--- src/verilog/interrupt_control_pkg.sv ---
package irq_ctrl_pkg;
  // ---------------------------------------------
  // Addresses
  // ---------------------------------------------
  localparam logic [7:0] ADDR_CTRL_BANK0 = 8'h0B;
  localparam logic [7:0] ADDR_CTRL_BANK1 = 8'h8B;
  localparam logic [7:0] ADDR_IRQ_STATUS = 8'h0C;
  localparam logic [7:0] ADDR_IRQ_MASK = 8'h0D;
  // ---------------------------------------------
  // Field positions
  // ---------------------------------------------
  localparam int BIT_GLOBAL_EN = 7;
  localparam int BIT_UNUSED = 6;
  localparam int BIT_TMR_EN = 5;
  localparam int BIT_PIN_EN = 4;
  localparam int BIT_PORT_EN = 3;
  localparam int BIT_TMR_FLAG = 2;
  localparam int BIT_PIN_FLAG = 1;
  localparam int BIT_PORT_FLAG = 0;
  // ---------------------------------------------
  // Reset values and writable mask
  // ---------------------------------------------
  localparam logic [7:0] CTRL_RESET = 8'h00;
  localparam logic PORT_FLAG_RESET = 1'h0;
  localparam logic [2:0] EVT_RESET = 3'h0;
  localparam logic [7:0] WRITABLE_MASK = 8'hBF;
endpackage : irq_ctrl_pkg

--- src/verilog/interrupt_enable_flag_register.sv ---
// Implementation choice: strobed register access.
`timescale 1ns/1ps
module interrupt_enable_flag_register
  import irq_ctrl_pkg::*;
(
  input wire logic mclk,
  input wire logic rst_b,
  input wire logic [7:0] addr,
  input wire logic [7:0] wrData,
  input wire logic wrStb,
  input wire logic rdStb,
  output logic [7:0] rdData_q,
  input wire logic timerOverflow,
  input wire logic extPinEdge,
  input wire logic portChange,
  input wire logic returnFromInterrupt,
  output logic coreIrq_q,
  output logic irq_q
);
  // ---------------------------------------------
  // Decode
  // ---------------------------------------------
  function automatic logic is_ctrl(input logic [7:0] a);
    return (a == ADDR_CTRL_BANK0) || (a == ADDR_CTRL_BANK1);
  endfunction : is_ctrl

  logic ctrlWr;
  logic statWr;
  logic maskWr;
  assign ctrlWr = wrStb && is_ctrl(addr);
  assign statWr = wrStb && (addr == ADDR_IRQ_STATUS);
  assign maskWr = wrStb && (addr == ADDR_IRQ_MASK);

  // ---------------------------------------------
  // Enable bits
  // ---------------------------------------------
  logic globalIrqEnable_q, globalIrqEnable_d;
  logic [2:0] en_q, en_d;

  always_comb
  begin
    globalIrqEnable_d = globalIrqEnable_q;
    en_d = en_q;
    if (ctrlWr)
    begin
      globalIrqEnable_d = wrData[BIT_GLOBAL_EN];
      en_d = wrData[BIT_TMR_EN:BIT_PORT_EN];
    end
    // Hardware return wins over a same-cycle write
    if (returnFromInterrupt)
      globalIrqEnable_d = 1'h1;
  end

  always_ff @(posedge mclk)
  begin
    if (!rst_b)
    begin
      globalIrqEnable_q <= CTRL_RESET[BIT_GLOBAL_EN];
      en_q <= CTRL_RESET[BIT_TMR_EN:BIT_PORT_EN];
    end
    else
    begin
      globalIrqEnable_q <= globalIrqEnable_d;
      en_q <= en_d;
    end
  end

  // ---------------------------------------------
  // Flags
  // ---------------------------------------------
  logic tmrFlag, pinFlag, portFlag;

  sticky_flag u_tmr (
    .mclk(mclk), .rst_b(rst_b), .resetVal(CTRL_RESET[BIT_TMR_FLAG]),
    .setEvt(timerOverflow), .wrEn(ctrlWr), .wrVal(wrData[BIT_TMR_FLAG]),
    .flag_q(tmrFlag));
  sticky_flag u_pin (
    .mclk(mclk), .rst_b(rst_b), .resetVal(CTRL_RESET[BIT_PIN_FLAG]),
    .setEvt(extPinEdge), .wrEn(ctrlWr), .wrVal(wrData[BIT_PIN_FLAG]),
    .flag_q(pinFlag));
  // Unknown at power-on; a fixed value is kept for simulation
  sticky_flag u_port (
    .mclk(mclk), .rst_b(rst_b), .resetVal(PORT_FLAG_RESET),
    .setEvt(portChange), .wrEn(ctrlWr), .wrVal(wrData[BIT_PORT_FLAG]),
    .flag_q(portFlag));

  logic [7:0] ctrlView;
  assign ctrlView = {globalIrqEnable_q, 1'h0, en_q, tmrFlag, pinFlag, portFlag};

  // ---------------------------------------------
  // Event status and mask
  // ---------------------------------------------
  logic [2:0] evtStat_q, evtStat_d, evtMask_q, evtMask_d;
  logic [2:0] evtIn;
  assign evtIn = {timerOverflow, extPinEdge, portChange};

  always_comb
  begin
    evtMask_d = evtMask_q;
    if (maskWr)
      evtMask_d = wrData[2:0];
    // Write one clears; a new event in the same cycle wins
    evtStat_d = evtStat_q;
    if (statWr)
      evtStat_d = evtStat_q & ~wrData[2:0];
    evtStat_d = evtStat_d | evtIn;
  end

  always_ff @(posedge mclk)
  begin
    if (!rst_b)
    begin
      evtStat_q <= EVT_RESET;
      evtMask_q <= EVT_RESET;
    end
    else
    begin
      evtStat_q <= evtStat_d;
      evtMask_q <= evtMask_d;
    end
  end

  // ---------------------------------------------
  // Read port and outputs
  // ---------------------------------------------
  logic [7:0] rdData_d;
  logic coreIrq_d, irq_d;

  always_comb
  begin
    rdData_d = 8'h00;
    if (rdStb)
    begin
      if (is_ctrl(addr))
        rdData_d = ctrlView;
      else if (addr == ADDR_IRQ_STATUS)
        rdData_d = {5'h00, evtStat_q};
      else if (addr == ADDR_IRQ_MASK)
        rdData_d = {5'h00, evtMask_q};
    end
    coreIrq_d = globalIrqEnable_q && |(en_q & {tmrFlag, pinFlag, portFlag});
    irq_d = |(evtStat_d & evtMask_d);
  end

  always_ff @(posedge mclk)
  begin
    if (!rst_b)
    begin
      rdData_q <= 8'h00;
      coreIrq_q <= 1'h0;
      irq_q <= 1'h0;
    end
    else
    begin
      rdData_q <= rdData_d;
      coreIrq_q <= coreIrq_d;
      irq_q <= irq_d;
    end
  end

  // ---------------------------------------------
  // Checks
  // ---------------------------------------------
  a_bit6_zero: assert property (
    @(posedge mclk) disable iff (!rst_b)
    rdStb && is_ctrl(addr) |=> !rdData_q[BIT_UNUSED]
  )
  else $error("bit 6 not zero");

  a_banks_alias: assert property (
    @(posedge mclk) disable iff (!rst_b)
    wrStb && (addr == ADDR_CTRL_BANK1) |=> en_q == $past(wrData[BIT_TMR_EN:BIT_PORT_EN])
  )
  else $error("bank 1 write missed");

  a_bank0_alias: assert property (
    @(posedge mclk) disable iff (!rst_b)
    wrStb && (addr == ADDR_CTRL_BANK0) |=> en_q == $past(wrData[BIT_TMR_EN:BIT_PORT_EN])
  )
  else $error("bank 0 write missed");

  a_global_write: assert property (
    @(posedge mclk) disable iff (!rst_b)
    ctrlWr && !returnFromInterrupt |=> globalIrqEnable_q == $past(wrData[BIT_GLOBAL_EN])
  )
  else $error("global enable write lost");

  a_return_enable: assert property (
    @(posedge mclk) disable iff (!rst_b)
    returnFromInterrupt |=> globalIrqEnable_q
  )
  else $error("global enable not set on return");

  a_global_blocks: assert property (
    @(posedge mclk) disable iff (!rst_b)
    !globalIrqEnable_q |=> !coreIrq_q
  )
  else $error("request while global enable clear");

  a_global_hold: assert property (
    @(posedge mclk) disable iff (!rst_b)
    !ctrlWr && !returnFromInterrupt |=> $stable(globalIrqEnable_q)
  )
  else $error("global enable moved alone");

  a_timer_raise: assert property (
    @(posedge mclk) disable iff (!rst_b)
    globalIrqEnable_q && en_q[2] && tmrFlag |=> coreIrq_q
  )
  else $error("timer request missing");

  a_pin_raise: assert property (
    @(posedge mclk) disable iff (!rst_b)
    globalIrqEnable_q && en_q[1] && pinFlag |=> coreIrq_q
  )
  else $error("pin request missing");

  a_port_raise: assert property (
    @(posedge mclk) disable iff (!rst_b)
    globalIrqEnable_q && en_q[0] && portFlag |=> coreIrq_q
  )
  else $error("port request missing");

  a_irq_quiet: assert property (
    @(posedge mclk) disable iff (!rst_b)
    !(|(en_q & {tmrFlag, pinFlag, portFlag})) |=> !coreIrq_q
  )
  else $error("request without enabled flag");

  a_flag_sticky: assert property (
    @(posedge mclk) disable iff (!rst_b)
    pinFlag && !ctrlWr |=> pinFlag
  )
  else $error("flag dropped");

  a_flag_write: assert property (
    @(posedge mclk) disable iff (!rst_b)
    ctrlWr && !extPinEdge |=> pinFlag == $past(wrData[BIT_PIN_FLAG])
  )
  else $error("flag write lost");

  a_enable_write: assert property (
    @(posedge mclk) disable iff (!rst_b)
    ctrlWr |=> en_q == $past(wrData[BIT_TMR_EN:BIT_PORT_EN])
  )
  else $error("enable write lost");

  a_enable_hold: assert property (
    @(posedge mclk) disable iff (!rst_b)
    !ctrlWr |=> $stable(en_q)
  )
  else $error("enables moved alone");

  a_timer_set: assert property (
    @(posedge mclk) disable iff (!rst_b)
    timerOverflow |=> tmrFlag && evtStat_q[2]
  )
  else $error("timer event lost");

  a_pin_set: assert property (
    @(posedge mclk) disable iff (!rst_b)
    extPinEdge |=> pinFlag && evtStat_q[1]
  )
  else $error("pin event lost");

  a_port_set: assert property (
    @(posedge mclk) disable iff (!rst_b)
    portChange |=> portFlag && evtStat_q[0]
  )
  else $error("port event lost");

  a_stat_clear: assert property (
    @(posedge mclk) disable iff (!rst_b)
    statWr && wrData[2] && !timerOverflow |=> !evtStat_q[2]
  )
  else $error("status clear lost");

  a_stat_setwins: assert property (
    @(posedge mclk) disable iff (!rst_b)
    statWr && wrData[2] && timerOverflow |=> evtStat_q[2]
  )
  else $error("status clear beat event");

  a_stat_sticky: assert property (
    @(posedge mclk) disable iff (!rst_b)
    evtStat_q[1] && !statWr |=> evtStat_q[1]
  )
  else $error("status bit dropped");

  a_mask_write: assert property (
    @(posedge mclk) disable iff (!rst_b)
    maskWr |=> evtMask_q == $past(wrData[2:0])
  )
  else $error("mask write lost");

  a_irq_level: assert property (
    @(posedge mclk) disable iff (!rst_b)
    irq_q == |(evtStat_q & evtMask_q)
  )
  else $error("event request level wrong");

  a_read_idle: assert property (
    @(posedge mclk) disable iff (!rst_b)
    !rdStb |=> rdData_q == 8'h00
  )
  else $error("read data outside read");

  a_read_ctrl: assert property (
    @(posedge mclk) disable iff (!rst_b)
    rdStb && is_ctrl(addr) |=> rdData_q == $past(ctrlView)
  )
  else $error("control read wrong");

  a_unmapped_zero: assert property (
    @(posedge mclk) disable iff (!rst_b)
    rdStb && !is_ctrl(addr) && (addr[7:1] != ADDR_IRQ_STATUS[7:1]) |=> rdData_q == 8'h00
  )
  else $error("unmapped read not zero");

  a_reset_clear: assert property (
    @(posedge mclk)
    !rst_b |=> rdData_q == 8'h00 && !globalIrqEnable_q && en_q == 3'h0
  )
  else $error("reset value");
endmodule : interrupt_enable_flag_register

--- src/verilog/sticky_flag.sv ---
`timescale 1ns/1ps
module sticky_flag
  import irq_ctrl_pkg::*;
(
  input wire logic mclk,
  input wire logic rst_b,
  input wire logic resetVal,
  input wire logic setEvt,
  input wire logic wrEn,
  input wire logic wrVal,
  output logic flag_q
);
  logic flag_d;

  always_comb
  begin
    flag_d = flag_q;
    if (wrEn)
      flag_d = wrVal;
    // Event beats a same-cycle software clear
    if (setEvt)
      flag_d = 1'h1;
  end

  always_ff @(posedge mclk)
  begin
    if (!rst_b)
      flag_q <= resetVal;
    else
      flag_q <= flag_d;
  end

  a_set_wins: assert property (@(posedge mclk) disable iff (!rst_b)
    setEvt |=> flag_q) else $error("flag not set after event");
endmodule : sticky_flag
--- config.mk ---
export PLATFORM = sky130hd
export DESIGN_NAME = interrupt_enable_flag_register
export DESIGN_NICKNAME = d
export VERILOG_FILES = /design/src/verilog/interrupt_control_pkg.sv /design/src/verilog/interrupt_enable_flag_register.sv /design/src/verilog/sticky_flag.sv
export SDC_FILE = /design/constraint.sdc
export NUM_CORES = 1
export LEC_CHECK = 0
export ABC_AREA = 1
export BUFFER_PORTS_ARGS = -buffer_cell sky130_fd_sc_hd__buf_2
export CAP_MARGIN = 0
export CORE_AREA = 3 3 60 48
export DETAILED_ROUTE_END_ITERATION = 16
export DIE_AREA = 0 0 63 51
export HOLD_SLACK_MARGIN = 0.12
export PLACE_DENSITY = 0.74
export SETUP_SLACK_MARGIN = 0.2
export SYNTH_ARGS = -nofsm -noshare
export SYNTH_HDL_FRONTEND = slang
export SYNTH_HIERARCHICAL = 1
export SYNTH_SLANG_ARGS = --single-unit
--- constraint.sdc ---
create_clock -name mclk -period 1.6 [get_ports mclk]
set_clock_uncertainty 0.05 [all_clocks]
set_input_delay 0.32 -clock mclk [delete_from_list [all_inputs] [get_ports mclk]]
set_output_delay 0.32 -clock mclk [all_outputs]
set_load 0.1 [all_outputs]
==> out/metrics.yaml, run 1 <==
most_common_cell_after_layout_fill_and_taps_aside: "sky130_fd_sc_hd__nand2_1"
timing.final.setup_violations: 0
detailed_place_hpwl_um: 2000
cts.path.max_buffers: 2
synthesis.area_per_instance_sq_um: 7.09
timing.setup.critical_path_class: "reg2out"
cts_tree: "done"
clock_tree.htree_level_count: 1
slew_violations: 0
worstReg2RegStart: "evtStat_q[2]"
totalWireLength_um: 2410
die_x_um: 63
grtUsageTotal_pct: 15.4
synth_top_cell_area_share_pct: 33.5
clk_pin_slew_ps: 120
num_antenna_cells: 0
clock_latency_ps: 310
netlist_instances: 160
dpl_cell_area_sq_um: 1340
timing.setup.tns_ps: 0
grt_max_degree: 15
dp.cells: 227
cp-start-kind: "flop"
busiest_layer: "met2"
tritoncts_buffers: 3
postLayoutCellArea_sq_um: 1410
portBuffers: 31
layout-drive-gt1-share_pct: 29.9
cp.buffers_inverters: 1
grt_pass1_vias: 956
routedWlPerCell_um: 10.4
global_route_wire_length_before_repair_um: 3900
finalHoldWorstSlack_ps: 204
core_area_sq_um: 2310
layout.cells.most_common_list: "41 x sky130_fd_sc_hd__nand2_1, 32 x sky130_fd_sc_hd__inv_1, 22 x sky130_fd_sc_hd__buf_2"
register_bit_total_from_synthesis: 22
place_congestion: 0.849
cts_sinks: 22
grt.met3_usage_pct: 5.93
gr-total-overflow: 0
max_cap_violations: 0
worstHoldEndpoint: "globalIrqEnable_q"
area_growth_pct: 23.9
status: "finished clean"
critPathArrivalTime_ps: 940
cpLargestDelayFamily: "flip-flops"
global_route_track_usage_on_met2_pct: 27.8
drt_first_iter_violations: 38
finalNonFillerCells: 231
r2r_setup_slack_ps: 490
antenna_left: 0
layout_worst_path_cycle_share_pct: 81.8
route.detailed.vias_per_inst: 4.48
synth_async_sr_flop_share_pct: 0
start_util_pct: 49.2
reg2reg_path_depth: 8
post-cts-setup-buffers: 0
f_max_mhz: 764
synth_top_flop_cell: "sky130_fd_sc_hd__dfxtp_1"
placement_rows: 15
remaining_drc_errors: 0
ir_drop_mv: 0.518
grt_setup_unrepaired: "no"
synth_area_leader_cell: "sky130_fd_sc_hd__dfxtp_1"
yosysUniqueCellTypes: 26
antenna_found_initial: 0
r2r_end: "irq_q"
synth_area_sq_um: 1130
final_core_utilization_pct: 60.9
period_minus_slack_ps: 1310
cp_slowest_cell: "sky130_fd_sc_hd__dfxtp_1"
vias: 1034
min-delay-path-class: "in2reg"
min-delay-start: "returnFromInterrupt"
critical_path.max_stage_delay_ps: 340
power.leakage_nw: 0.754
number_of_synthesized_flops_with_an_enable_pin: 3
finish.net_count: 222
cp_cell_sequence: "buf_4"
post_synth_main_area_contributors: "sky130_fd_sc_hd__dfxtp_1 34%, sky130_fd_sc_hd__nand2_1 14%, sky130_fd_sc_hd__inv_1 11%"
power.density_nw_per_um2: 769
ios: 34
groute.layer.met1.usage_pct: 17.5
ys.warnings.count: 6
setup.worst_path.end_class: "output pin"
critical_path_required_ps: 1230
drt_pre_antenna_iters: 4
worst_hold_path.num_cells: 5
clock_tree.root_cell: "sky130_fd_sc_hd__clkbuf_4"
design.die.area_sq_um: 3210
worst-path-max-fanout: 1
dieHeight_um: 51
ys_seq_area_share_pct: 41.5
hold_violations: 0
area by class of cell:
| type | count | area (sq um) |
|---|---|---|
| Sequential cell | 22 | 470 |
| Inverter | 41 | 159 |
| Multi-Input combinational cell | 99 | 509 |
| Tap cell | 34 | 42.5 |
| Timing Repair Buffer | 31 | 178 |
| Fill cell | 235 | 902 |
| Clock buffer | 4 | 47.5 |
kinds of logic (layout without fill, tap and decap cells):
group	count (synthesis)	in the layout	share of synthesized area, %
AO/OA/AOI/OAI	18	18	9.26
flip-flops	22	22	41.5
AND/OR/NAND/NOR	77	77	34.3
other	1	4	0.330
buffers and inverters	42	76	14.7
synthesized netlist by cell type (2+ instances only):
| library cell | n |
|---|---|
| sky130_fd_sc_hd__a21oi_1 | 3 |
| sky130_fd_sc_hd__a31oi_1 | 2 |
| sky130_fd_sc_hd__dfxtp_1 | 19 |
| sky130_fd_sc_hd__edfxtp_1 | 3 |
| sky130_fd_sc_hd__inv_1 | 32 |
| sky130_fd_sc_hd__inv_2 | 8 |
| sky130_fd_sc_hd__nand2_1 | 41 |
| sky130_fd_sc_hd__nand2_2 | 2 |
| sky130_fd_sc_hd__nand2_4 | 2 |
| sky130_fd_sc_hd__nand3_1 | 7 |
| sky130_fd_sc_hd__nand3b_1 | 2 |
| sky130_fd_sc_hd__nor2_1 | 12 |
| sky130_fd_sc_hd__nor2_2 | 5 |
| sky130_fd_sc_hd__o211ai_1 | 2 |
| sky130_fd_sc_hd__o21ai_1 | 9 |
power breakdown:
group / switching, W / total [W] / internal [W]
clock network: 0.000172 / 0.000364 / 0.000191
logic: 0.0000842 / 0.000130 / 0.0000459
registers: 0.0000101 / 0.000588 / 0.000578
total: 0.000267 / 0.00108 / 0.000815
flip-flops by register name, summed over array words and instances (netlist names):
signal,cells
rdData_q,7
en_q,3
evtMask_q,3
evtStat_q,3
coreIrq_q,1
globalIrqEnable_q,1
irq_q,1
u_pin/flag_q,1
u_port/flag_q,1
u_tmr/flag_q,1
per-layer routing:
metal,wire length (um),up-vias,part of all wire [%]
met4,0,0,0
met1,1050,456,43
met2,1200,31,50
li1,-,547,-
met5,0,-,0
met3,165,0,6.8
repair_timing:
| item | in CTS | in global routing |
|---|---|---|
| gates resized for setup | 9 | 0 |
| hold buffers | 0 | 0 |
| setup endpoints to repair | 9 | 0 |
tightest hold or removal path: stages:
cell and delay, ps:
sky130_fd_sc_hd__buf_2 80, sky130_fd_sc_hd__a21oi_2 30, sky130_fd_sc_hd__nand2_1 40, sky130_fd_sc_hd__nand2_1 40
sky130_fd_sc_hd__inv_1 40
through the flow:
step | power [W] | worst slack [ps]
after floorplan | 0.000673 | 321
after global placement | 0.000724 | 99.3
after detailed placement | 0.000730 | 86.5
after CTS | 0.00109 | 278
after global routing | 0.00112 | 236
final | 0.00108 | 290
worst max-delay path by stage:
stage	from	end	slack, ps	cells past startpoint
2_1_floorplan	coreIrq_q	coreIrq_q	320	0
3_3_place_gp	addr[4]	u_tmr/flag_q	100	10
3_5_place_dp	addr[4]	u_tmr/flag_q	90	10
4_1_cts	rdData_q[7]	rdData_q[7]	280	1
5_1_grt	rdData_q[7]	rdData_q[7]	240	1
6_report	rdData_q[7]	rdData_q[7]	290	1
Note: power is estimated with default switching activity, not from simulation.
==> run 2, diff against run 1 <==
==> constraint.sdc (replaced) <==
create_clock -name mclk -period 1.3 [get_ports mclk]
set_clock_uncertainty 0.05 [all_clocks]
set_input_delay 0.26 -clock mclk [delete_from_list [all_inputs] [get_ports mclk]]
set_output_delay 0.26 -clock mclk [all_outputs]
set_load 0.1 [all_outputs]
==> run 2 against run 1 <==
Compared with the run above: core utilization up 8.5 points; wire length is 6.3% higher; largest power group unchanged; sequential share of layout area decreased by 3.1 points; largest cell class unchanged; sequential power up 23%; critical path depth unchanged; register-to-register slack lost 270 ps; count of clock-buffer cells in the layout is the same; sequential cell count unchanged.
==> out/metrics.yaml, run 2 (synthesized netlist as in run 1, its figures left out) <==
finish.net_count: 226  # was 222
worstHoldEndpoint: "globalIrqEnable_q"  # unchanged
min-delay-start: "returnFromInterrupt"  # unchanged
hold_violations: 0  # unchanged
remaining_drc_errors: 0  # unchanged
reg2reg_path_depth: 8  # unchanged
switching_share_of_power_pct: 26.4  # was 24.7%
die_x_um: 63  # unchanged
dp.cells: 230  # was 227
place_worst_setup_slack_ps: -94.3  # was 86.5 ps
detailed_place_hpwl_um: 2080  # was 2000 um
antenna_found_initial: 0  # unchanged
num_antenna_cells: 0  # unchanged
critical_path_required_ps: 990  # was 1230 ps
slew_violations: 0  # unchanged
area_growth_pct: 41.1  # was 23.9%
critical_path.max_stage_delay_ps: 360  # was 340 ps
largest_register_ffs: 7  # unchanged
most_common_cell_after_layout_fill_and_taps_aside: "sky130_fd_sc_hd__nand2_1"  # unchanged
clk_pin_slew_ps: 120  # about the same
design.die.area_sq_um: 3210  # unchanged
cp_cell_sequence: "buf_12"  # was buf_4
critPathArrivalTime_ps: 830  # was 940 ps
clock_latency_ps: 300  # was 310 ps
cp-start-kind: "flop"  # unchanged
finalNonFillerCells: 235  # was 231
dieHeight_um: 51  # unchanged
totalWireLength_um: 2560  # was 2410 um
max_cap_violations: 0  # unchanged
top_layer: "met4"  # was met3
worst-path-max-fanout: 1  # unchanged
r2r_end: "irq_q"  # unchanged
r2r_setup_slack_ps: 220  # was 490 ps
antenna_left: 0  # unchanged
cts_sinks: 22  # unchanged
period_minus_slack_ps: 1140
grt_pass1_vias: 1087  # was 956
status: "finished clean"  # unchanged
cpLargestDelayFamily: "flip-flops"  # unchanged
layout.cells.most_common_list: "40 x sky130_fd_sc_hd__nand2_1, 29 x sky130_fd_sc_hd__inv_1, 21 x sky130_fd_sc_hd__buf_2"  # was 41 x sky130_fd_sc_hd__nand2_1, 32 x sky130_fd_sc_hd__inv_1, 22 x sky130_fd_sc_hd__buf_2
vias: 1096  # was 1034
power.density_nw_per_um2: 763  # was 769 nW/um^2
ir_drop_mv: 0.605  # was 0.518 mV
grt_setup_unrepaired: "yes"  # was no
detailroute.wirelength.met3_um: 133  # was 165 um
setup.worst_path.end_class: "output pin"  # unchanged
timing.setup.tns_ps: 0  # unchanged
layout-drive-gt1-share_pct: 41.3  # was 29.9%
power.combinational.fraction_pct: 15.1  # was 12.0%
gr-total-overflow: 0  # unchanged
final.setup.worst_slack_ps: 162  # was 290 ps
max_flop_register: "rdData_q"  # unchanged
worst_hold_path.num_cells: 5  # unchanged
grtUsageTotal_pct: 17.7  # was 15.4%
cp-startpoint: "rdData_q[2]"  # was rdData_q[7]
power.sequential.fraction_pct: 59.4  # was 54.4%
layout_worst_path_cycle_share_pct: 87.5
cts_tree: "done"  # unchanged
route.detailed.vias_per_inst: 4.66  # was 4.48
min-delay-path-class: "in2reg"  # unchanged
cp_slowest_cell: "sky130_fd_sc_hd__dfxtp_2"  # was sky130_fd_sc_hd__dfxtp_1
cts.path.max_buffers: 2  # unchanged
timing.setup.critical_path_class: "reg2out"  # unchanged
drt-met1-wl_um: 1050  # about the same
cp.buffers_inverters: 1  # unchanged
drt_pre_antenna_iters: 5  # was 4
core_area_sq_um: 2310  # unchanged
ios: 34  # unchanged
start_util_pct: 49.2  # unchanged
power_switching_w: 0.000323  # was 0.000267 W
portion_of_total_power_attributed_to_the_clock_network_pct: 25.5  # was 33.6%
clock_tree.root_cell: "sky130_fd_sc_hd__clkbuf_4"  # unchanged
portBuffers: 31  # unchanged
power.leakage_nw: 0.800  # was 0.754 nW
tritoncts_buffers: 3  # unchanged
worstReg2RegStart: "evtStat_q[2]"  # unchanged
place_congestion: 0.814  # was 0.849
f_max_mhz: 879
grt_max_degree: 15  # unchanged
p_int_w: 0.000899  # was 0.000815 W
global_route_wire_length_before_repair_um: 4450  # was 3900 um
drt_first_iter_violations: 21  # was 38
routedWlPerCell_um: 10.9  # was 10.4 um
met2WireLength_um: 1350  # was 1200 um
placement_rows: 15  # unchanged
timing.final.setup_violations: 0  # unchanged
clock_tree.htree_level_count: 1  # unchanged
-- run 2: changes by cell type in the layout (fill, tap and decap cells not counted), sizes merged --
cell | before | now
buf | 31 | 35
-- run 2: cell type report --
cell class                      instances  area, sq um
Sequential cell                        22          485
Timing Repair Buffer                   35          327
Inverter                               41          176
Tap cell                               34         42.5
Clock buffer                            4         26.3
Fill cell                             197          707
Multi-Input combinational cell         99          544
-- run 2: worst max-delay path by stage --
stage / endpoint / slack, ps / cells after the start
floorplan: u_pin/flag_q / 130 / 8
global placement: irq_q / -60 / 10
detailed placement: irq_q / -90 / 10
CTS: coreIrq_q / 150 / 1
global route: irq_q / 110 / 10
finish: rdData_q[2] / 160 / 1
-- run 2: metal layers --
layer | global-route usage [%] | up-vias
li1 | - | 561
met1 | 20.0 | 497
met2 | 32.4 | 34
met3 | 4.18 | 4
met4 | 6.59 | 0
met5 | 0 | -
-- run 2: worst reg2reg max path, stage by stage, from the launching register on --
cell,delay (ps)
sky130_fd_sc_hd__dfxtp_2,360
sky130_fd_sc_hd__inv_1,40
sky130_fd_sc_hd__nor2_1,110
sky130_fd_sc_hd__nand3_2,100
sky130_fd_sc_hd__nand3_2,90
sky130_fd_sc_hd__nand2_1,50
sky130_fd_sc_hd__nand3_1,100
sky130_fd_sc_hd__nand2_1,50
sky130_fd_sc_hd__inv_1,60
-- run 2: power groups by stage --
stage                     Combinational (W)  Clock, W  Sequential, W
after floorplan                   0.0000963         0       0.000736
after global placement             0.000163         0       0.000738
after global routing               0.000206  0.000358       0.000727
after detailed placement           0.000173         0       0.000739
after CTS                          0.000174  0.000326       0.000724
final                              0.000185  0.000311       0.000725
-- run 2: what timing repair did --
| action | CTS | global route |
|---|---|---|
| setup endpoints to repair | 10 | 16 |
| resized for setup | 1 | 12 |
| hold buffers | 0 | 0 |
| cloned | 0 | 0 |
| buffers inserted | 0 | 1 |
| pin swaps | 0 | 2 |
| hold endpoints to repair | 0 | 0 |
-- run 2: per-stage QoR --
| stage | utilization (%) | instance area (sq um) | power [W] | hold WS (ps) |
|---|---|---|---|---|
| 6_report | 69.4 | 1600 | 0.00122 | 165 |
| 5_1_grt | 69.4 | 1600 | 0.00129 | 182 |
| 4_1_cts | 67.5 | 1560 | 0.00123 | 156 |
| 3_5_place_dp | 66.3 | 1530 | 0.000912 | 389 |
| 3_3_place_gp | 66.3 | 1530 | 0.000901 | 389 |
| 2_1_floorplan | - | 1180 | 0.000833 | 308 |
